### config.mk
export PLATFORM = sky130hd
export DESIGN_NAME = rtc_pin_trim_dev_flat
export DESIGN_NICKNAME = d
export VERILOG_FILES = /design/src/hdl/rtc_pkg.sv /design/src/hdl/rtc_link_if.sv /design/src/hdl/rtc_pin_trim_dev.sv /design/src/flat_wrapper.sv
export VERILOG_INCLUDE_DIRS = /design/src /design/src/hdl
export SDC_FILE = /design/constraint.sdc
export NUM_CORES = 1
export LEC_CHECK = 0
export ABC_AREA = 1
export BUFFER_PORTS_ARGS = -buffer_cell sky130_fd_sc_hd__buf_4
export CAP_MARGIN = 10
export CORE_UTILIZATION = 40
export CTS_CLUSTER_DIAMETER = 100
export DETAILED_ROUTE_END_ITERATION = 10
export GPL_ROUTABILITY_DRIVEN = 0
export PLACE_DENSITY_LB_ADDON = 0.15
export SETUP_SLACK_MARGIN = 0.3
export SYNTH_ARGS = -nofsm -noshare
export SYNTH_HDL_FRONTEND = slang
export SYNTH_SLANG_ARGS = --single-unit
### constraint.sdc
create_clock -name clk_i -period 5.35 [get_ports clk_i]
set_input_delay 1.07 -clock clk_i [delete_from_list [all_inputs] [get_ports clk_i]]
set_output_delay 1.07 -clock clk_i [all_outputs]
set_load 0.01 [all_outputs]
### src/hdl/rtc_cfg.svh
`ifndef RTC_CFG_SVH
`define RTC_CFG_SVH
// Register byte addresses
`define RTC_ADDR_SECONDS 8'h00
`define RTC_ADDR_CONTROL 8'h07
`define RTC_ADDR_TRIM 8'h08
`define RTC_ADDR_ALM0_WKDAY 8'h0d
`define RTC_ADDR_ALM1_WKDAY 8'h14
// Control register fields
`define RTC_CTL_OUT 7
`define RTC_CTL_SQUARE_WAVE_ENABLE 6
`define RTC_CTL_ALARM1_ENABLE 5
`define RTC_CTL_ALARM0_ENABLE 4
`define RTC_CTL_EXTERNAL_CLOCK_INPUT_ENABLE 3
`define RTC_CTL_COARSE 2
`define RTC_CTL_FS_HI 1
`define RTC_CTL_FS_LO 0
`define RTC_CTL_RESET 8'h80
// Trim register fields
`define RTC_TRIM_SIGN 7
`define RTC_TRIM_RESET 8'h00
// Alarm weekday fields
`define RTC_WK_POL 7
`define RTC_WK_FLAG 3
`define RTC_WK_RESET 8'h00
`define RTC_WK_STORE_MASK 8'h77
// Oscillator start value for the seconds register
`define RTC_SECONDS_START 8'h80
// Prescaler and trim timing
`define RTC_PRESC_LAST 15'h7fff
`define RTC_TRIM_POINT 15'h0001
`define RTC_TRIM_POINT_LO 8'h01
`define RTC_SEC_LAST 6'd59
// Calibration arithmetic
`define RTC_CAL_CLK_MIN 40'd1966080
`define RTC_CAL_PPM_DIV 40'd2000000
`define RTC_CAL_FRAC_BITS 6'd11
`define RTC_TRIM_MAX 40'd127
`endif

### src/hdl/rtc_pkg.sv
`default_nettype none
package rtc_pkg;
  // Host order codes
  typedef enum logic [2:0] {
    OP_WRITE = 3'h0,
    OP_READ = 3'h1,
    OP_CAL_PREP = 3'h2,
    OP_CAL_FREQ = 3'h3,
    OP_CAL_PPM = 3'h4
  } host_op_type;
  // Host sequencer states
  typedef enum logic [4:0] {
    H_IDLE = 5'b00001,
    H_WRITE = 5'b00010,
    H_RD_WAIT = 5'b00100,
    H_RD_CAP = 5'b01000,
    H_DONE = 5'b10000
  } host_state_type;
endpackage : rtc_pkg
`default_nettype wire

### src/hdl/rtc_link_if.sv
`default_nettype none
interface rtc_link_if;
  logic [7:0] addr;
  logic [7:0] wdata;
  logic wr;
  logic rd;
  logic [7:0] rdata;
  logic mfp_out;
  logic mfp_oe;
  logic mfp_pin;
  // Open-drain wire with pull-up: high unless the device pulls it
  assign mfp_pin = mfp_oe ? mfp_out : 1'b1;
  modport dev (
    input addr, wdata, wr, rd,
    output rdata, mfp_out, mfp_oe
  );
  modport host (
    output addr, wdata, wr, rd,
    input rdata, mfp_pin
  );
endinterface : rtc_link_if
`default_nettype wire

### src/hdl/rtc_pin_trim_dev.sv
`include "rtc_cfg.svh"
`default_nettype none
// Operation
// - Alarm mode when square wave off, alarm on
// - Alarm output keeps working on backup supply
// - Single alarm, polarity 1: pin equals flag
// - Single alarm, polarity 0: pin inverts flag
// - Dual alarm, polarity 1: OR of flags
// - Dual alarm, polarity 0: low only both set
// - All off: pin follows output level bit
// - General output released on backup supply
// - Fine trim adjusts once per minute
// - Sign bit seven adds or subtracts cycles
// - Each step moves two oscillator cycles
// - Step count maps linearly to 2..254 cycles
// - Zero step count disables trimming
// - Coarse trim adjusts 128 times per second
// - Trimming continues on backup supply
// - Host prepares calibration in fixed order
// - Host sign follows error clock polarity
// - Host computes trim from measured frequency
// - Host computes trim from ppm deviation
// - Square wave enable overrides other modes
// - Weekday write clears flag, no software set
module rtc_pin_trim_dev
  import rtc_pkg::*;
(
  input wire logic clk_i,
  input wire logic arst_n_i,
  rtc_link_if.dev link,
  input wire logic osc_tick_i,
  input wire logic alarm0_match_i,
  input wire logic alarm1_match_i,
  input wire logic on_backup_i,
  input wire logic square_wave_i,
  output logic second_tick_o,
  output logic square_wave_enable_o,
  output logic coarse_trim_enable_o,
  output logic external_clock_input_enable_o,
  output logic [1:0] square_wave_freq_select_o
);
  logic [7:0] control_r;
  logic [7:0] oscillator_trim_r;
  logic [7:0] alarm0_weekday_r;
  logic [7:0] alarm1_weekday_r;
  logic alarm_output_polarity_r;
  logic alarm0_match_flag_r;
  logic alarm1_match_flag_r;
  logic [7:0] rdata_r;
  logic [7:0] rdata_nxt;
  logic [14:0] presc_r;
  logic [5:0] sec_r;
  logic [7:0] skip_r;
  logic sec_tick_r;
  logic mfp_low_r;
  logic mfp_low_nxt;
  logic wr_control;
  logic wr_trim;
  logic wr_wk0;
  logic wr_wk1;
  logic [7:0] trim_cycles;
  logic trim_on;
  logic at_point;
  logic [15:0] presc_sum;
  logic [7:0] presc_inc;
  logic sel_flag;
  logic alarm_level;
  // Address decode of the write strobe
  assign wr_control = link.wr && (link.addr == `RTC_ADDR_CONTROL);
  assign wr_trim = link.wr && (link.addr == `RTC_ADDR_TRIM);
  assign wr_wk0 = link.wr && (link.addr == `RTC_ADDR_ALM0_WKDAY);
  assign wr_wk1 = link.wr && (link.addr == `RTC_ADDR_ALM1_WKDAY);

  // Control register
  always_ff @(posedge clk_i or negedge arst_n_i) begin
    if (!arst_n_i) begin
      control_r <= `RTC_CTL_RESET;
    end else if (wr_control) begin
      control_r <= link.wdata;
    end
  end

  // Trim register
  always_ff @(posedge clk_i or negedge arst_n_i) begin
    if (!arst_n_i) begin
      oscillator_trim_r <= `RTC_TRIM_RESET;
    end else if (wr_trim) begin
      oscillator_trim_r <= link.wdata;
    end
  end

  // Weekday configuration; the flag bit is never stored from software
  always_ff @(posedge clk_i or negedge arst_n_i) begin
    if (!arst_n_i) begin
      alarm0_weekday_r <= `RTC_WK_RESET;
      alarm1_weekday_r <= `RTC_WK_RESET;
    end else begin
      if (wr_wk0) begin
        alarm0_weekday_r <= link.wdata & `RTC_WK_STORE_MASK;
      end
      if (wr_wk1) begin
        alarm1_weekday_r <= link.wdata & `RTC_WK_STORE_MASK;
      end
    end
  end

  // One polarity bit shared by both weekday registers
  always_ff @(posedge clk_i or negedge arst_n_i) begin
    if (!arst_n_i) begin
      alarm_output_polarity_r <= 1'b0;
    end else if (wr_wk0 || wr_wk1) begin
      alarm_output_polarity_r <= link.wdata[`RTC_WK_POL];
    end
  end

  // Match flags: a match in the clearing cycle wins so no event is lost
  always_ff @(posedge clk_i or negedge arst_n_i) begin
    if (!arst_n_i) begin
      alarm0_match_flag_r <= 1'b0;
      alarm1_match_flag_r <= 1'b0;
    end else begin
      if (alarm0_match_i) begin
        alarm0_match_flag_r <= 1'b1;
      end else if (wr_wk0) begin
        alarm0_match_flag_r <= 1'b0;
      end
      if (alarm1_match_i) begin
        alarm1_match_flag_r <= 1'b1;
      end else if (wr_wk1) begin
        alarm1_match_flag_r <= 1'b0;
      end
    end
  end

  // Read mux; unmapped addresses answer zero
  always_comb begin
    rdata_nxt = 8'h00;
    case (link.addr)
      `RTC_ADDR_CONTROL: rdata_nxt = control_r;
      `RTC_ADDR_TRIM: rdata_nxt = oscillator_trim_r;
      `RTC_ADDR_ALM0_WKDAY: begin
        rdata_nxt = alarm0_weekday_r;
        rdata_nxt[`RTC_WK_POL] = alarm_output_polarity_r;
        rdata_nxt[`RTC_WK_FLAG] = alarm0_match_flag_r;
      end
      `RTC_ADDR_ALM1_WKDAY: begin
        rdata_nxt = alarm1_weekday_r;
        rdata_nxt[`RTC_WK_POL] = alarm_output_polarity_r;
        rdata_nxt[`RTC_WK_FLAG] = alarm1_match_flag_r;
      end
      default: rdata_nxt = 8'h00;
    endcase
  end

  // Read data stands only in the cycle after the strobe
  always_ff @(posedge clk_i or negedge arst_n_i) begin
    if (!arst_n_i) begin
      rdata_r <= 8'h00;
    end else begin
      rdata_r <= link.rd ? rdata_nxt : 8'h00;
    end
  end
  assign link.rdata = rdata_r;

  // Trim amount: two cycles per step, zero means off
  assign trim_cycles = {oscillator_trim_r[6:0], 1'b0};
  assign trim_on = (oscillator_trim_r[6:0] != 7'h00);

  // Fixed adjust point, one per trim period
  always_comb begin
    if (control_r[`RTC_CTL_COARSE]) begin
      at_point = (presc_r[7:0] == `RTC_TRIM_POINT_LO);
    end else begin
      at_point = (presc_r == `RTC_TRIM_POINT) && (sec_r == 6'd0);
    end
  end

  // Add mode jumps the prescaler forward on the point tick
  always_comb begin
    presc_inc = 8'h01;
    if (at_point && trim_on && oscillator_trim_r[`RTC_TRIM_SIGN]) begin
      presc_inc = 8'h01 + trim_cycles;
    end
  end
  assign presc_sum = {1'b0, presc_r} + {8'h00, presc_inc};

  // Subtract mode swallows ticks; backup supply does not stop any of this
  always_ff @(posedge clk_i or negedge arst_n_i) begin
    if (!arst_n_i) begin
      skip_r <= 8'h00;
    end else if (osc_tick_i) begin
      if (skip_r != 8'h00) begin
        skip_r <= skip_r - 8'h01;
      end else if (at_point && trim_on &&
                   !oscillator_trim_r[`RTC_TRIM_SIGN]) begin
        skip_r <= trim_cycles;
      end
    end
  end

  // Prescaler and minute position; the carry also catches a long add
  // that jumps past the last count, so no second is lost
  always_ff @(posedge clk_i or negedge arst_n_i) begin
    if (!arst_n_i) begin
      presc_r <= 15'h0000;
      sec_r <= 6'd0;
    end else if (osc_tick_i && (skip_r == 8'h00)) begin
      presc_r <= presc_sum[14:0];
      if (presc_sum[15]) begin
        sec_r <= (sec_r == `RTC_SEC_LAST) ? 6'd0 : sec_r + 6'd1;
      end
    end
  end

  // One-cycle pulse per corrected second
  always_ff @(posedge clk_i or negedge arst_n_i) begin
    if (!arst_n_i) begin
      sec_tick_r <= 1'b0;
    end else begin
      sec_tick_r <= osc_tick_i && (skip_r == 8'h00) && presc_sum[15];
    end
  end
  assign second_tick_o = sec_tick_r;

  // Alarm level from the enabled flags and the polarity
  always_comb begin
    sel_flag = control_r[`RTC_CTL_ALARM0_ENABLE] ? alarm0_match_flag_r
                                          : alarm1_match_flag_r;
    if (control_r[`RTC_CTL_ALARM0_ENABLE] && control_r[`RTC_CTL_ALARM1_ENABLE]) begin
      if (alarm_output_polarity_r) begin
        alarm_level = alarm0_match_flag_r | alarm1_match_flag_r;
      end else begin
        alarm_level = !(alarm0_match_flag_r & alarm1_match_flag_r);
      end
    end else if (alarm_output_polarity_r) begin
      alarm_level = sel_flag;
    end else begin
      alarm_level = !sel_flag;
    end
  end

  // Pin mode select; released means the pull-up holds it high
  always_comb begin
    if (control_r[`RTC_CTL_SQUARE_WAVE_ENABLE]) begin
      mfp_low_nxt = !on_backup_i && !square_wave_i;
    end else if (control_r[`RTC_CTL_ALARM0_ENABLE] ||
                 control_r[`RTC_CTL_ALARM1_ENABLE]) begin
      mfp_low_nxt = !alarm_level;
    end else if (on_backup_i) begin
      mfp_low_nxt = 1'b0;
    end else begin
      mfp_low_nxt = !control_r[`RTC_CTL_OUT];
    end
  end

  // Registered pin drive, one cycle behind its cause
  always_ff @(posedge clk_i or negedge arst_n_i) begin
    if (!arst_n_i) begin
      mfp_low_r <= 1'b0;
    end else begin
      mfp_low_r <= mfp_low_nxt;
    end
  end
  assign link.mfp_out = 1'b0;
  assign link.mfp_oe = mfp_low_r;

  // Settings towards the square-wave divider
  assign square_wave_enable_o = control_r[`RTC_CTL_SQUARE_WAVE_ENABLE];
  assign coarse_trim_enable_o = control_r[`RTC_CTL_COARSE];
  assign external_clock_input_enable_o = control_r[`RTC_CTL_EXTERNAL_CLOCK_INPUT_ENABLE];
  assign square_wave_freq_select_o = control_r[`RTC_CTL_FS_HI:`RTC_CTL_FS_LO];
endmodule : rtc_pin_trim_dev
`default_nettype wire

### src/flat_wrapper.sv
// flat-port wrapper written by rule: the top's interface ports become plain ports
module rtc_pin_trim_dev_flat import rtc_pkg::*;
  (clk_i, arst_n_i, osc_tick_i, alarm0_match_i, alarm1_match_i, on_backup_i, square_wave_i, second_tick_o, square_wave_enable_o, coarse_trim_enable_o, external_clock_input_enable_o, square_wave_freq_select_o, link_addr, link_wdata, link_wr, link_rd, link_rdata, link_mfp_out, link_mfp_oe);
  rtc_link_if link_i ();
  input wire logic clk_i;
  input wire logic arst_n_i;
  input wire logic osc_tick_i;
  input wire logic alarm0_match_i;
  input wire logic alarm1_match_i;
  input wire logic on_backup_i;
  input wire logic square_wave_i;
  output logic second_tick_o;
  output logic square_wave_enable_o;
  output logic coarse_trim_enable_o;
  output logic external_clock_input_enable_o;
  output logic [1:0] square_wave_freq_select_o;
  input wire logic [$bits(link_i.addr)-1:0] link_addr;
  input wire logic [$bits(link_i.wdata)-1:0] link_wdata;
  input wire logic [$bits(link_i.wr)-1:0] link_wr;
  input wire logic [$bits(link_i.rd)-1:0] link_rd;
  output wire logic [$bits(link_i.rdata)-1:0] link_rdata;
  output wire logic [$bits(link_i.mfp_out)-1:0] link_mfp_out;
  output wire logic [$bits(link_i.mfp_oe)-1:0] link_mfp_oe;
  assign link_i.addr = link_addr;
  assign link_i.wdata = link_wdata;
  assign link_i.wr = link_wr;
  assign link_i.rd = link_rd;
  assign link_rdata = link_i.rdata;
  assign link_mfp_out = link_i.mfp_out;
  assign link_mfp_oe = link_i.mfp_oe;
  rtc_pin_trim_dev u_core (.clk_i(clk_i), .arst_n_i(arst_n_i), .link(link_i), .osc_tick_i(osc_tick_i), .alarm0_match_i(alarm0_match_i), .alarm1_match_i(alarm1_match_i), .on_backup_i(on_backup_i), .square_wave_i(square_wave_i), .second_tick_o(second_tick_o), .square_wave_enable_o(square_wave_enable_o), .coarse_trim_enable_o(coarse_trim_enable_o), .external_clock_input_enable_o(external_clock_input_enable_o), .square_wave_freq_select_o(square_wave_freq_select_o));
endmodule
==> reports/qor.csv <==
stage;metric;value;unit
run_status;status;finished, final reports clean;
finish;drive_gt1_share;16.00;%
finish;fillers;1095;
clock_network;cts_buffer_depth;2;
global_routing;grt_max_degree;71;
drt;vias;3662;
clock_network;numClockSinks;70;
drt;met3_wirelength;272;µm
timing;tightest_slew;904.0;ps
clock_network;numCtsBuffers;9;
finish;final_common_cell;nand2_1;
placed_design;dpl_cell_area;0.004653;mm²
setup_path;crit_family;simple AND/OR/NAND/NOR gates;
timing;fin_crit_sh;52.58;%
clock_network;cts.clk_slew.worst_paths;70;ps
yosys;synth.avg_cell_area;7.355;µm²
setup_path;crit_top_cell;nand2_1;
yosys;syn_inst;582;
setup_path;critPathLaunchType;flip-flop;
global_routing;grt_pass1_wl;16670;µm
drt;top_layer;met4;
timing;rsz0062_at_grt;false;
die;row_count;37;
clock_network;hold_buffers;0;
die;die_w;105.4;µm
timing;min_period;2813;ps
die;die_y;105.4;µm
timing;finalSetupViolations;0;
drt;drc;0;
timing;timing.hold.ws;484.2;ps
yosys;synthArstFlopShare;100.0;%
yosys;synth_nets;619;
finish;diodes;0;
job;maxCapViolCount;0;
drt;drt_wl_total;9698;µm
timing;layout_setup_ws;2537;ps
finish;multi_input_area;0.002121;mm²
min_path;hp-class;flip-flop to flip-flop;
global_routing;antenna_found_initial;0;
setup_path;crit_type;flip-flop to flip-flop;
clock_network;htree_levels;3;
finish;finalInstanceArea;0.004806;mm²
setup_path;worst-path-buf-inv;3;
timing;clock_skew;10.42;ps
global_routing;grt_pass1_vias;3551;
finish;synthToLayoutAreaGrowth;12.28;%
placed_design;dp.cells;747;
finish;stdcell_count;761;
yosys;ys_ff_latch;70;
timing;maxSlewViolCount;0;
drt;drt_first_pass_iters;4;
drt;dr_wl_met2;4695;µm
timing;finalHoldViolations;0;
yosys;ys_seq_area_share;40.95;%
placed_design;dp_slack;2562;ps
clock_network;cts-root-buf;clkbuf_8;
yosys;synthesis.area;0.004280;mm²
setup_path;crit_slowest_cell;dfrtp_1;
yosys;synth_cell_types;40;
setup_path;crit_path_end_kind;flip-flop;
setup_path;critPathMaxFanout;7;
clock_network;cts_tree;built;
yosys;yosys_warnings;0;
drt;wire_per_inst;12.74;µm
finish;seq_area;0.001753;mm²
global_routing;grt_usage;19.06;%
drt;postRouteAntennaNets;0;
timing;max_freq;355.5;MHz
setup_path;slowest_delay;440;ps
setup_path;cp.required;5640;ps
drt;wl_met1;4548;µm
pwr;static-leakage-power;2.518;nW
die;start_util;41.28;%
pwr;powerDensity;287.0;mW/mm²
drt;avgViaCountPerCell;4.812;
setup_path;path_cells;inv_1 > ha_1 > nand2_1 > nor3_1 > nand2_1 > nand2_1 > nand3_1 > nor2_1 > inv_1 > fa_1 > inv_1 > nand3_1 > nand3_1 > nand2_1 > nand3_1 > nand2_1 > nor2_1 > nand2_1 > nand2_1;
timing;slew_headroom;39.74;%
drt;drt_iter0_drc;169;
finish;final_nets;659;
finish;final_cell_mix;nand2_1, inv_1, dfrtp_1;
yosys;synth_edf_count;0;
setup_path;arrival;3100;ps
global_routing;overflow;0;
clock_network;ctsResizeCount;0;
placed_design;place_hpwl;7214;µm
die;core;0.01037;mm²
die;ios;41;
pwr;ir_drop;0.1311;mV
die;dieArea;0.01112;mm²
timing;tns;0;ps
clock_network;clk_latency;340;ps
yosys;ys.flop_type;dfrtp_1;
clock_network;cts_setup_buffers;0;
placed_design;numPortBuffers;39;
where the power goes:
group          switching [mW]  total, mW  internal [mW]
sequential             0.0510      0.640          0.589
clock                   0.196      0.357          0.160
combinational           0.234      0.383          0.149
per-stage QoR:
stage	util (%)	power, mW
global route	46.34	1.485
finish	46.34	1.379
CTS	46.34	1.402
global placement	44.87	1.028
detailed placement	44.87	1.035
floorplan	-	0.9341
Yosys cell counts (5+ instances only):
cell     instances  area (µm²)
nand2_1        178       668.1
inv_1           77       289.0
dfrtp_1         69        1727
nor2_1          58       217.7
nand3_1         46       230.2
o21ai_0         22       110.1
o21ai_1         21       105.1
o21ai_2         13       113.9
ha_1            11       137.6
nand2_2         10       62.56
a21oi_1          8       40.04
xnor2_1          8       70.07
nand4_1          7       43.79
inv_2            6       22.52
nor3_1           5       25.02
cell families (layout without fill, tap and decap cells):
family,Yosys count,after routing,share of synthesized area [%]
flops,70,70,40.95
simple gates,322,322,33.41
compound gates,71,71,9.910
other cells,1,1,0.08761
fa+ha+maj,12,12,3.683
buf+inv,94,137,9.500
xor+xnor,12,12,2.455
worst reg2reg max path, stage by stage (launching register included):
cell and delay [ps]:
dfrtp_1 440, inv_1 100, ha_1 150, nand2_1 50, nor3_1 150, nand2_1 100
nand2_1 110, nand3_1 210, nor2_1 210, inv_1 70, fa_1 400, inv_1 100
nand3_1 70, nand3_1 170, nand2_1 70, nand3_1 90, nand2_1 90, nor2_1 90
nand2_1 50, nand2_1 50
worst paths after layout:
check	from	end	slack [ps]	cells after the start
max	u_core.sec_r[0]	u_core.presc_r[10]	2540	19
min	u_core.oscillator_trim_r[2]	u_core.oscillator_trim_r[2]	480	2
max reg2reg	u_core.sec_r[0]	u_core.presc_r[10]	2540	19
min reg2reg	u_core.oscillator_trim_r[2]	u_core.oscillator_trim_r[2]	480	2
max in group asynchronous	arst_n_i	u_core.presc_r[7]	3910	1
min in group asynchronous	arst_n_i	u_core.skip_r[5]	860	1
area by class of cell:
| type | instances | share of cell area (%) |
|---|---|---|
| clock buffer | 9 | 2.577 |
| sequential | 70 | 36.47 |
| clock inverter | 5 | 0.5988 |
| inverter | 84 | 6.587 |
| timing repair buffer | 39 | 6.092 |
| tap | 136 | 3.541 |
| multi-input combinational | 418 | 44.13 |
metal layers:
layer,GRT usage (%),up-vias
met5,0,-
met2,30.78,54
met3,3.772,16
met1,25.10,1691
met4,7.545,0
li1,-,1901
registers in the layout, indices dropped and copies added, names as in the netlist, 6 cells and up:
name / cells
u_core.presc_r: 15
u_core.link.rdata: 8
u_core.skip_r: 8
u_core.alarm0_weekday_r: 6
u_core.oscillator_trim_r: 8
u_core.alarm1_weekday_r: 6
u_core.control_r: 8
u_core.sec_r: 6
No activity file was read; power rests on OpenSTA's default activity.
